### config.mk
export PLATFORM = sky130hd
export DESIGN_NAME = sirb0_bank
export DESIGN_NICKNAME = d
export VERILOG_FILES = /design/src/core/sirb0_pkg.sv /design/src/core/sirb0_bank.sv
export SDC_FILE = /design/constraint.sdc
export NUM_CORES = 1
export LEC_CHECK = 0
export BUFFER_PORTS_ARGS = -buffer_cell sky130_fd_sc_hd__buf_2
export CORE_MARGIN = 2
export CORE_UTILIZATION = 33
export DETAILED_ROUTE_END_ITERATION = 10
export HOLD_SLACK_MARGIN = 0.03
export PLACE_DENSITY = 0.67
export SLEW_MARGIN = 15
export SYNTH_ARGS = -nofsm -noshare
export SYNTH_HDL_FRONTEND = slang
export SYNTH_SLANG_ARGS = --single-unit
### constraint.sdc
create_clock -name core_clk -period 1.8 [get_ports core_clk]
set_clock_uncertainty 0.2 [all_clocks]
set_input_delay 0.09 -clock core_clk [delete_from_list [all_inputs] [get_ports core_clk]]
set_output_delay 0.09 -clock core_clk [all_outputs]
set_load 0.05 [all_outputs]
### src/core/sirb0_pkg.sv
/*
  package for the bank 0 register front end of the serial/infrared controller:
  offsets, enable bit positions, event codes, mode groups and carrier structs.
  assumes a byte-wide register port with read and write strobes on core_clk.
*/
package sirb0_pkg;

  localparam logic [2:0] SIRB0_OFF_DATA = 3'h0;
  localparam logic [2:0] SIRB0_OFF_IEN = 3'h1;
  localparam logic [2:0] SIRB0_OFF_EID = 3'h2;
  localparam logic [2:0] SIRB0_OFF_LCR = 3'h3;
  localparam logic [2:0] SIRB0_OFF_MCR = 3'h4;
  localparam logic [2:0] SIRB0_OFF_LSR = 3'h5;
  localparam logic [2:0] SIRB0_OFF_MSR = 3'h6;
  localparam logic [2:0] SIRB0_OFF_SCR = 3'h7;

  localparam int SIRB0_BIT_RX = 0;
  localparam int SIRB0_BIT_TX = 1;
  localparam int SIRB0_BIT_LS = 2;
  localparam int SIRB0_BIT_MS = 3;
  localparam int SIRB0_BIT_DMA = 4;
  localparam int SIRB0_BIT_TXEMP = 5;
  localparam int SIRB0_BIT_RSV6 = 6;
  localparam int SIRB0_BIT_TMR = 7;

  localparam logic [7:0] SIRB0_IEN_RESET = 8'h00;
  localparam logic [7:0] SIRB0_IEN_LEGACY_MASK = 8'h0F;
  localparam logic [7:0] SIRB0_IEN_EXT_MASK = 8'hBF;
  localparam logic [7:0] SIRB0_BYTE_RESET = 8'h00;

  localparam logic [3:0] SIRB0_EV_NONE = 4'h1;
  localparam logic [3:0] SIRB0_EV_LS = 4'h6;
  localparam logic [3:0] SIRB0_EV_RX = 4'h4;
  localparam logic [3:0] SIRB0_EV_RXTO = 4'hC;
  localparam logic [3:0] SIRB0_EV_TX = 4'h2;
  localparam logic [3:0] SIRB0_EV_MS = 4'h0;

  typedef enum logic [2:0] {
    SIRB0_GRP_LEGACY,
    SIRB0_GRP_EXT_UART,
    SIRB0_GRP_EXT_SIR,
    SIRB0_GRP_FAST_IR,
    SIRB0_GRP_CONSUMER
  } sirb0_grp_t;

  // core-side interrupt sources, levels from the neighbouring logic
  typedef struct packed {
    logic rx_high;
    logic rx_timeout;
    logic tx_low;
    logic line_event;
    logic modem_event;
    logic dma_tc;
    logic tx_empty;
    logic pipe_load;
    logic timer;
  } sirb0_ev_t;

  // host-side register access
  typedef struct packed {
    logic rd;
    logic wr;
    logic dma_rd;
    logic dma_wr;
    logic [2:0] addr;
    logic [7:0] wdata;
  } sirb0_req_t;

endpackage

### src/core/sirb0_bank.sv
/*
  bank 0 register front end: data port steering, mode-dependent interrupt
  enable register, legacy priority encoding and the interrupt request.
  assumes the host port, events and register contents of the other bank 0
  registers come from logic on core_clk; no pin enters here unsynchronised.
*/
////////////////////////////////////////////////////////////////////////////////
// Contract
// - after reset run legacy mode without fifos, classic single-buffer behaviour
// - bank 0 decodes eight byte offsets, data at 0 through scratch at 7
// - data read returns holding register, or receive fifo bottom when enabled
// - data write loads holding register, or pushes transmit fifo when enabled
// - dma cycles always hit the data ports whatever bank is selected
// - enable bits 4, 5 and 7 settable only in extended mode, else held clear
// - enable bits are interpreted by one of five mode groups
// - enable register resets to legacy layout with every bit cleared
// - legacy bit 0 gates receive level and timeout events, codes 0100 and 1100
// - legacy bit 1 gates transmitter low level event, code 0010
// - legacy bit 2 gates link status events, code 0110
// - legacy bit 3 gates modem status events, code 0000
// - extended bit 0 gates receive at threshold or receive timeout
// - extended bit 1 gates transmit below threshold or holding register empty
// - extended bit 4 gates dma terminal count only while dma is enabled
// - extended bit 5 gates transmitter and transmit fifo both empty
// - extended bit 6 reserved, bit 7 enables the timer interrupt
// - extended sir bit 5 gates transmitter empty and pipeline load
// - extended mode active only while extended select is one
// - legacy priority: link, receive or timeout, transmitter low, modem
module sirb0_bank
  import sirb0_pkg::*;
#(
  parameter int DATA_W = 8
) (
  input wire logic core_clk,
  input wire logic sys_rst,
  input wire sirb0_req_t host_req,
  input wire sirb0_ev_t events,
  input wire logic extended_select,
  input wire logic [2:0] mode_sel,
  input wire logic fifo_enable,
  input wire logic dma_enable,
  input wire logic bank0_sel,
  input wire logic [7:0] rx_hold_data,
  input wire logic [7:0] rx_fifo_bottom,
  input wire logic [7:0] event_identification_reg,
  input wire logic [7:0] line_control_reg,
  input wire logic [7:0] modem_control_reg,
  input wire logic [7:0] line_status_reg,
  input wire logic [7:0] modem_status_reg,
  input wire logic [7:0] scratch_reg,
  output logic [7:0] rdata,
  output logic tx_hold_load,
  output logic tx_fifo_push,
  output logic [7:0] tx_byte,
  output logic rx_hold_pop,
  output logic rx_fifo_pop,
  output logic [7:0] interrupt_enable_reg,
  output logic [3:0] legacy_event_code,
  output logic irq
);

  // the ports are byte-wide, so any other width is refused at elaboration
  if (DATA_W != 8) begin : g_width_check
    $error("sirb0_bank serves byte-wide data only");
  end

  function automatic logic is_data(input sirb0_req_t r, input logic bsel, input logic rd);
    logic cpu;
    cpu = bsel && (r.addr == SIRB0_OFF_DATA) && (rd ? r.rd : r.wr);
    return cpu || (rd ? r.dma_rd : r.dma_wr);
  endfunction

  sirb0_grp_t grp;
  logic ext;
  logic [7:0] ien_d, ien_q, rdata_d, rdata_q, txb_d, txb_q;
  logic [3:0] code_d, code_q;
  logic thl_d, thl_q, tfp_d, tfp_q, rhp_d, rhp_q, rfp_d, rfp_q, irq_d, irq_q;
  logic data_rd, data_wr;

  ////////////////////////////////////////////////////////////////////////////
  // mode group
  always_comb begin
    ext = extended_select;
    grp = SIRB0_GRP_LEGACY;
    if (ext) begin
      case (mode_sel)
        3'h1: grp = SIRB0_GRP_EXT_SIR;
        3'h2: grp = SIRB0_GRP_FAST_IR;
        3'h3: grp = SIRB0_GRP_CONSUMER;
        default: grp = SIRB0_GRP_EXT_UART;
      endcase
    end
  end

  ////////////////////////////////////////////////////////////////////////////
  // register port
  always_comb begin
    data_rd = is_data(host_req, bank0_sel, 1'b1);
    data_wr = is_data(host_req, bank0_sel, 1'b0);
    ien_d = ien_q;
    if (bank0_sel && host_req.wr && host_req.addr == SIRB0_OFF_IEN) begin
      ien_d = host_req.wdata & (ext ? SIRB0_IEN_EXT_MASK : SIRB0_IEN_LEGACY_MASK);
    end
    // falling back out of extended mode drops the upper enables at once
    if (!ext) begin
      ien_d = ien_d & SIRB0_IEN_LEGACY_MASK;
    end
    thl_d = data_wr && !fifo_enable;
    tfp_d = data_wr && fifo_enable;
    txb_d = data_wr ? host_req.wdata : txb_q;
    rhp_d = data_rd && !fifo_enable;
    rfp_d = data_rd && fifo_enable;
    rdata_d = rdata_q;
    if (data_rd) begin
      rdata_d = fifo_enable ? rx_fifo_bottom : rx_hold_data;
    end else if (bank0_sel && host_req.rd) begin
      case (host_req.addr)
        SIRB0_OFF_IEN: rdata_d = ien_q;
        SIRB0_OFF_EID: rdata_d = event_identification_reg;
        SIRB0_OFF_LCR: rdata_d = line_control_reg;
        SIRB0_OFF_MCR: rdata_d = modem_control_reg;
        SIRB0_OFF_LSR: rdata_d = line_status_reg;
        SIRB0_OFF_MSR: rdata_d = modem_status_reg;
        SIRB0_OFF_SCR: rdata_d = scratch_reg;
        default: rdata_d = rdata_q;
      endcase
    end
  end

  ////////////////////////////////////////////////////////////////////////////
  // interrupt request and legacy code
  always_comb begin
    code_d = SIRB0_EV_NONE;
    irq_d = 1'b0;
    if (grp == SIRB0_GRP_LEGACY) begin
      // first match wins, so the order below is the priority
      if (ien_q[SIRB0_BIT_LS] && events.line_event) begin
        code_d = SIRB0_EV_LS;
      end else if (ien_q[SIRB0_BIT_RX] && events.rx_timeout) begin
        code_d = SIRB0_EV_RXTO;
      end else if (ien_q[SIRB0_BIT_RX] && events.rx_high) begin
        code_d = SIRB0_EV_RX;
      end else if (ien_q[SIRB0_BIT_TX] && events.tx_low) begin
        code_d = SIRB0_EV_TX;
      end else if (ien_q[SIRB0_BIT_MS] && events.modem_event) begin
        code_d = SIRB0_EV_MS;
      end
      irq_d = (code_d != SIRB0_EV_NONE);
    end else begin
      irq_d = (ien_q[SIRB0_BIT_RX] && (events.rx_high || events.rx_timeout))
        || (ien_q[SIRB0_BIT_TX] && events.tx_low)
        || (ien_q[SIRB0_BIT_LS] && events.line_event)
        || (ien_q[SIRB0_BIT_MS] && events.modem_event)
        || (ien_q[SIRB0_BIT_DMA] && dma_enable && events.dma_tc)
        || (ien_q[SIRB0_BIT_TMR] && events.timer)
        || (ien_q[SIRB0_BIT_TXEMP] && events.tx_empty)
        || (grp == SIRB0_GRP_EXT_SIR && ien_q[SIRB0_BIT_TXEMP] && events.pipe_load);
    end
  end

  always_ff @(posedge core_clk) begin
    if (sys_rst) begin
      ien_q <= SIRB0_IEN_RESET;
      rdata_q <= SIRB0_BYTE_RESET;
      txb_q <= SIRB0_BYTE_RESET;
      code_q <= SIRB0_EV_NONE;
      thl_q <= 1'b0;
      tfp_q <= 1'b0;
      rhp_q <= 1'b0;
      rfp_q <= 1'b0;
      irq_q <= 1'b0;
    end else begin
      ien_q <= ien_d;
      rdata_q <= rdata_d;
      txb_q <= txb_d;
      code_q <= code_d;
      thl_q <= thl_d;
      tfp_q <= tfp_d;
      rhp_q <= rhp_d;
      rfp_q <= rfp_d;
      irq_q <= irq_d;
    end
  end

  assign interrupt_enable_reg = ien_q;
  assign rdata = rdata_q;
  assign tx_byte = txb_q;
  assign tx_hold_load = thl_q;
  assign tx_fifo_push = tfp_q;
  assign rx_hold_pop = rhp_q;
  assign rx_fifo_pop = rfp_q;
  assign legacy_event_code = code_q;
  assign irq = irq_q;
endmodule

==> metrics.md, run 1 <==
| Metric | Value |
|---|---|
| Ys flop type | dfxtp_1 |
| GRT Util Overall | 20.34% |
| CTS tree | built |
| Post-synth EDFFs | 0 |
| Most frequent cells in the layout | buf_2 (128), dfxtp_1 (32), nor2_1 (30) |
| DIE WIDTH | 78.40 microns |
| DIE HEIGHT | 78.40 microns |
| Largest net degree at the start of global routing | 28 |
| VDD IR max | 0.3518 mV |
| Total negative slack | 0 ns |
| Achievable Freq | 0.5753 GHz |
| H-tree depth | 2 |
| Reg2reg end | irq$_SDFF_PP0_ |
| Endpoint, Worst Hold | legacy_event_code[0]$_SDFF_PP1_ |
| Site row count | 27 |
| Antenna Violating Nets Remaining | 0 |
| CP endpoint kind | flip-flop |
| Worst EP arrival | 1.70 ns |
| Logic pwr share | 29.0% |
| Fin crit period | 1.738 ns |
| Commonest non-fill, non-tap cell in the layout | buf_2 |
| TritonCTS Buffers | 5 |
| Hold Crit Class | in -> reg |
| Failing checks | hold timing |
| Layout cells sized above 1 | 41.14% |
| Skew-Pair Late Insertion Delay | 0.28 ns |
| Max-slew violation count | 0 |
| Post-CTS setup buffers | 0 |
| Diode count | 0 |
| Pwr dens | 645.6 nW/um^2 |
| GPL Wtd Cong | 0.8385 |
| Post-synthesis cell count | 211 |
| Path type of the worst setup path | in -> reg |
| First-pass GRT wire length | 9798 microns |
| Async set-reset flop share out of synthesis | 0% |
| RSZ-0062 raised after global routing | no |
| Sequential element share of the synthesized area | 35.07% |
| Reg power frac | 40.8% |
| Clock share of power | 30.2% |
| Worst Path Max Fanout | 1 |
| Int Pwr | 0.001287 W |
| Post-synthesis area per instance | 8.658 sq um |
| Sw frac | 30.65% |
| Wire per inst | 13.66 microns |
| Routed vias | 2,166 |
| Root Buffer | clkbuf_8 |
| Area Growth Syn to Fin | 57.40% |
| DRT iter0 DRCs | 54 |
| Yosys reg bits | 32 |
| Cells on worst reg2reg path | 5 |
| DP Area | 2549 sq um |
| Final nets | 463 |
| Ys Warns | 0 |
| Fin. Hold Viols | 1 |
| Unique masters post-synth | 44 |
| Die area | 6147 sq um |
| Initial antenna violation count | 0 |
| Min-delay src | events[6] |
| CP Launch Type | primary input |
| Clk sinks | 32 |
| Period utilization | 96.57% |
| Syn_nets | 308 |
| Setup Viol. Count Final | 0 |
| Vias/cell | 4.934 |
| Clk pin slew, worst setup/hold paths | 0.06 ns |
| Vias in the first global route | 2,117 |
| Grt total ovfl | 0 |
| DRC Markers | 0 |
| DP HPWL | 4582 microns |
| # IOs | 130 |
| Core Region | 5439 sq um |
| LEAKAGE | 1.466 nW |
| Wirelength, routed | 5997 microns |
| Status | complete, but fails checks |
| IO Port Bufs | 128 |
| Flop-to-flop setup slack | 0.11 ns |
| # Max-Cap Violations | 0 |
| Synthesized area | 1827 sq um |
| Min Hold Slack | -0.004863 ns |
| DRT Pass-1 Iters | 5 |
| NetSw | 0.0005689 W |
| Final std cell area, no fill | 2875 sq um |
| Min-Delay Path Depth | 4 |
| Initial Utilization | 33.59% |
| RR Startpoint | interrupt_enable_reg[4]$_SDFFE_PP0P_ |
| CP required | 1.76 ns |
| Clk buf depth | 2 |
-- area by class of cell --
class	instances	area (sq um)
inverter	2	7.507
sequential	32	640.6
fill	553	2564
timing repair buffer	161	945.9
multi-input combinational	164	1101
clock buffer	8	90.09
tap	72	90.09
-- worst max-delay path by stage --
| stage | startpoint | end | slack, ns | cells past startpoint |
|---|---|---|---|---|
| floorplan | interrupt_enable_reg[2]$_SDFFE_PP0P_ | rdata[2]$_SDFFE_PP0P_ | 0.32 | 5 |
| global placement | host_req[10] | rdata[5]$_SDFFE_PP0P_ | 0.09 | 7 |
| detailed placement | host_req[10] | rdata[5]$_SDFFE_PP0P_ | 0.1 | 7 |
| CTS | events[4] | irq$_SDFF_PP0_ | 0.04 | 7 |
| global route | events[0] | irq$_SDFF_PP0_ | 0.02 | 7 |
| finish | events[0] | irq$_SDFF_PP0_ | 0.06 | 7 |
-- metal layers --
metal / GRT usage, % / vias to the layer above / routed length, microns
met2: 34.66 / 87 / 2866
met4: 7.719 / 0 / 121
met3: 3.333 / 14 / 309
met1: 25.76 / 973 / 2700
met5: 0 / - / 0
li1: - / 1092 / -
-- power by group through the flow --
stage	registers, W	logic [W]	clock network, W
floorplan	0.000887	0.000195	0
global route	0.000762	0.000588	0.000612
global placement	0.000773	0.000494	0
detailed placement	0.000773	0.000497	0
CTS	0.000757	0.000538	0.000575
finish	0.000758	0.000538	0.000560
-- synthesized netlist by cell type (all sizes together) (2+ instances only) --
master / count / share of area, %
a311oi: 2 / 0.96
o311ai: 2 / 0.96
a22oi: 3 / 1.2
o221ai: 2 / 0.96
nand2b: 7 / 2.4
dfxtp: 32 / 35
a221oi: 2 / 0.96
a21boi: 3 / 1.2
mux4: 3 / 3.7
nor3: 7 / 1.9
a221o: 2 / 1.1
inv: 2 / 0.41
mux2i: 27 / 15
nand2: 13 / 2.7
a21oi: 17 / 4.7
and2: 2 / 0.68
o21ai: 9 / 2.5
and3: 6 / 2.1
buf: 9 / 3.8
nand3: 2 / 0.55
nor2: 31 / 6.8
o22ai: 5 / 1.7
a31oi: 2 / 0.68
clkbuf: 4 / 0.82
nor2b: 2 / 0.68
-- critical path, stage by stage --
cell           delay, ns
dlygate4sd3_1       0.53
buf_2               0.12
a32oi_1             0.13
dlygate4sd3_1       0.57
nand2_1             0.06
a21oi_1             0.15
nor2_1              0.05
-- metrics by stage --
stage	total power [W]	worst slack (ns)	hold WS (ns)	utilization [%]	std cells
after global placement	0.001266	0.09319	0.1267	46.86	408
after floorplan	0.001081	0.3199	0.01394	-	211
after global routing	0.001962	0.01894	0.03835	52.86	439
final	0.001856	0.06175	-0.004863	52.86	439
after CTS	0.001870	0.03804	0.03592	52.93	440
after detailed placement	0.001270	0.09698	0.1399	46.86	408
-- logic make-up after synthesis --
| logic type | Yosys count | share of synthesized area, % |
|---|---|---|
| and+or+nand+nor | 76 | 20.55 |
| AOI/OAI and AO/OA | 56 | 20.07 |
| DFF | 32 | 35.07 |
| muxes | 31 | 19.11 |
| buffers and inverters | 15 | 5.000 |
| other | 1 | 0.2053 |
-- what timing repair did --
| action | CTS | global route |
|---|---|---|
| setup endpoints to repair | 0 | 3 |
| hold endpoints to repair | 28 | 0 |
| hold buffers | 24 | 0 |
| resized for setup | 0 | 1 |
No activity file was read; power rests on OpenSTA's default activity.
==> run 2: changes to the inputs <==
--- a/config.mk
+++ b/config.mk
@@ -7,10 +7,10 @@
 export LEC_CHECK = 0
 export BUFFER_PORTS_ARGS = -buffer_cell sky130_fd_sc_hd__buf_2
 export CORE_MARGIN = 2
-export CORE_UTILIZATION = 33
+export CORE_UTILIZATION = 35
 export DETAILED_ROUTE_END_ITERATION = 10
 export HOLD_SLACK_MARGIN = 0.03
-export PLACE_DENSITY = 0.67
+export PLACE_DENSITY = 0.7
 export SLEW_MARGIN = 15
 export SYNTH_ARGS = -nofsm -noshare
 export SYNTH_HDL_FRONTEND = slang
==> run 2 against run 1 <==
  * The flow now finishes without violations
  * Combinational power hardly changed
  * Count of clock-buffer cells in the layout is 2 lower
  * Sequential power hardly changed
  * Die area is 5.4% lower
  * Clock power is 0.9% higher
  * Flip-flop and latch count stayed put
==> metrics.md, run 2 (same netlist as run 1, synthesis figures left out) <==
| Metric | Value |
|---|---|
| GPL Wtd Cong | 0.8080 (-3.6%) |
| Min-Delay Path Depth | 5 (+1) |
| Period utilization | 94.77% (-1.8 points) |
| Fin crit period | 1.706 ns (-0.03240 ns) |
| Final nets | 463 (unchanged) |
| Post-CTS setup buffers | 0 (unchanged) |
| Die area | 5813 sq um (-5.4%) |
| Skew-Pair Late Insertion Delay | 0.27 ns (about the same) |
| DP HPWL | 4522 microns (-1.3%) |
| Achievable Freq | 0.5862 GHz (+1.9%) |
| TritonCTS Buffers | 5 (unchanged) |
| Initial Utilization | 36.00% (+2.4 points) |
| PnR worst setup slack | 0.09415 ns (+0.03240 ns) |
| DRT Pass-1 Iters | 4 (-1) |
| Min Hold Slack | 0.03448 ns (+0.03935 ns) |
| RR Startpoint | interrupt_enable_reg[0]$_SDFFE_PP0P_ |
| Commonest non-fill, non-tap cell in the layout | buf_2 |
| Area Growth Syn to Fin | 57.60% |
| Worst EP arrival | 1.73 ns (+0.03 ns) |
| Antenna Violating Nets Remaining | 0 (unchanged) |
| Vias/cell | 4.957 (+0.46%) |
| Pre-CTS setup slack | 0.07476 ns (-0.02222 ns) |
| Final Instance Count excl. Fillers | 437 (-0.46%) |
| Clk buf depth | 2 (unchanged) |
| Layout cells sized above 1 | 41.96% (+0.82 points) |
| Vias in the first global route | 2,070 (-2.2%) |
| CP required | 1.82 ns (+0.06 ns) |
| H-tree depth | 2 (unchanged) |
| Path type of the worst setup path | in -> reg |
| CP Launch Type | primary input |
| Grt total ovfl | 0 (unchanged) |
| CP endpoint kind | flip-flop |
| LEAKAGE | 1.469 nW (+0.24%) |
| DIE HEIGHT | 76.25 microns (-2.7%) |
| Fin. Hold Viols | 0 (-1) |
| Clk pin slew, worst setup/hold paths | 0.07 ns (about the same) |
| Root Buffer | clkbuf_8 |
| Endpoint, Worst Hold | rdata[0]$_SDFFE_PP0P_ |
| Wirelength, routed | 6138 microns (+2.4%) |
| Pwr dens | 645.7 nW/um^2 (about the same) |
| DP Area | 2546 sq um (about the same) |
| Site row count | 26 (-3.7%) |
| VDD IR max | 0.5069 mV (+44%) |
| Largest net degree at the start of global routing | 28 (unchanged) |
| Core Region | 5075 sq um (-6.7%) |
| Crit path from | events[6] |
| Total negative slack | 0 ns (unchanged) |
| Status | complete, no violations |
| RSZ-0062 raised after global routing | no |
| Placed Cells | 406 (-0.49%) |
| Setup Viol. Count Final | 0 (unchanged) |
| CTS tree | built |
| # IOs | 130 (unchanged) |
| DRC Markers | 0 (unchanged) |
| Worst Path Max Fanout | 2 (+1) |
| Hold Crit Class | in -> reg |
| Cells on worst reg2reg path | 4 (-1) |
| Initial antenna violation count | 0 (unchanged) |
| Flop-to-flop setup slack | 0.12 ns (about the same) |
| Reg2reg end | legacy_event_code[0]$_SDFF_PP1_ |
| # Max-Cap Violations | 0 (unchanged) |
| First-pass GRT wire length | 9660 microns (-1.4%) |
| Max-slew violation count | 0 (unchanged) |
| Most frequent cells in the layout | buf_2 (128), dfxtp_1 (32), nor2_1 (30) |
| Diode count | 0 (unchanged) |
| DIE WIDTH | 76.25 microns (-2.7%) |
| Wire per inst | 14.05 microns (+2.8%) |
| IO Port Bufs | 128 (unchanged) |
| GRT Util Overall | 20.47% (+0.13 points) |
| Routed vias | 2,166 (unchanged) |
| Min-delay src | rx_hold_data[0] |
| Final std cell area, no fill | 2879 sq um (+0.13%) |
| Clk sinks | 32 (unchanged) |
| DRT iter0 DRCs | 80 (+48%) |
## run 2: cell count changes in the layout (fill, tap and decap cells not counted), sizes merged
cell and delta:
clkinv +2, clkbuf -2
## run 2: critical path, cell delays in order
cell and delay (ns):
dlygate4sd3_1 0.54, buf_2 0.13, a22oi_1 0.18, nand3_1 0.15, nand2_1 0.09, dlygate4sd3_1 0.54
## run 2: area by class of cell
type                    count  area [sq um]
repair buffers            161         945.9
clock buffers               6         82.58
inverters                   2         7.507
flip-flops and latches     32         640.6
clock inverters             2         10.01
well taps                  70         87.58
fillers                   490          2196
multi-input cells         164          1105
## run 2: routing by layer
layer | vias up | wire [microns] | share of wire, % | track usage, %
li1 | 1088 | - | - | -
met1 | 991 | 2579 | 42 | 25.15
met2 | 79 | 3100 | 51 | 36.55
met3 | 8 | 367 | 6.0 | 3.910
met4 | 0 | 91 | 1.5 | 5.455
met5 | - | 0 | 0 | 0
## run 2: what timing repair did
item                       4_1_cts  5_1_grt
setup endpoints to repair        0        3
hold buffers                    24        0
resized for setup                0        2
hold endpoints to repair        28        0
## run 2: worst max path at each step
| stage | endpoint | cells past startpoint |
|---|---|---|
| after floorplan | rdata[2]$_SDFFE_PP0P_ | 5 |
| after global placement | rdata[5]$_SDFFE_PP0P_ | 6 |
| after detailed placement | rdata[5]$_SDFFE_PP0P_ | 6 |
| after CTS | rdata[4]$_SDFFE_PP0P_ | 5 |
| after global routing | rdata[3]$_SDFFE_PP0P_ | 7 |
| final | legacy_event_code[0]$_SDFF_PP1_ | 6 |
## run 2: report_power, final
| part | internal, W | switching (W) | total, W |
|---|---|---|---|
| registers | 0.000741 | 0.0000165 | 0.000757 |
| clock network | 0.000305 | 0.000260 | 0.000565 |
| logic | 0.000233 | 0.000303 | 0.000536 |
## run 2: metrics by stage
step | total power, W | utilization, %
6_report | 0.001859 | 56.73
5_1_grt | 0.001957 | 56.73
4_1_cts | 0.001868 | 56.73
3_5_place_dp | 0.001270 | 50.17
3_3_place_gp | 0.001264 | 50.17
2_1_floorplan | 0.001081 | -
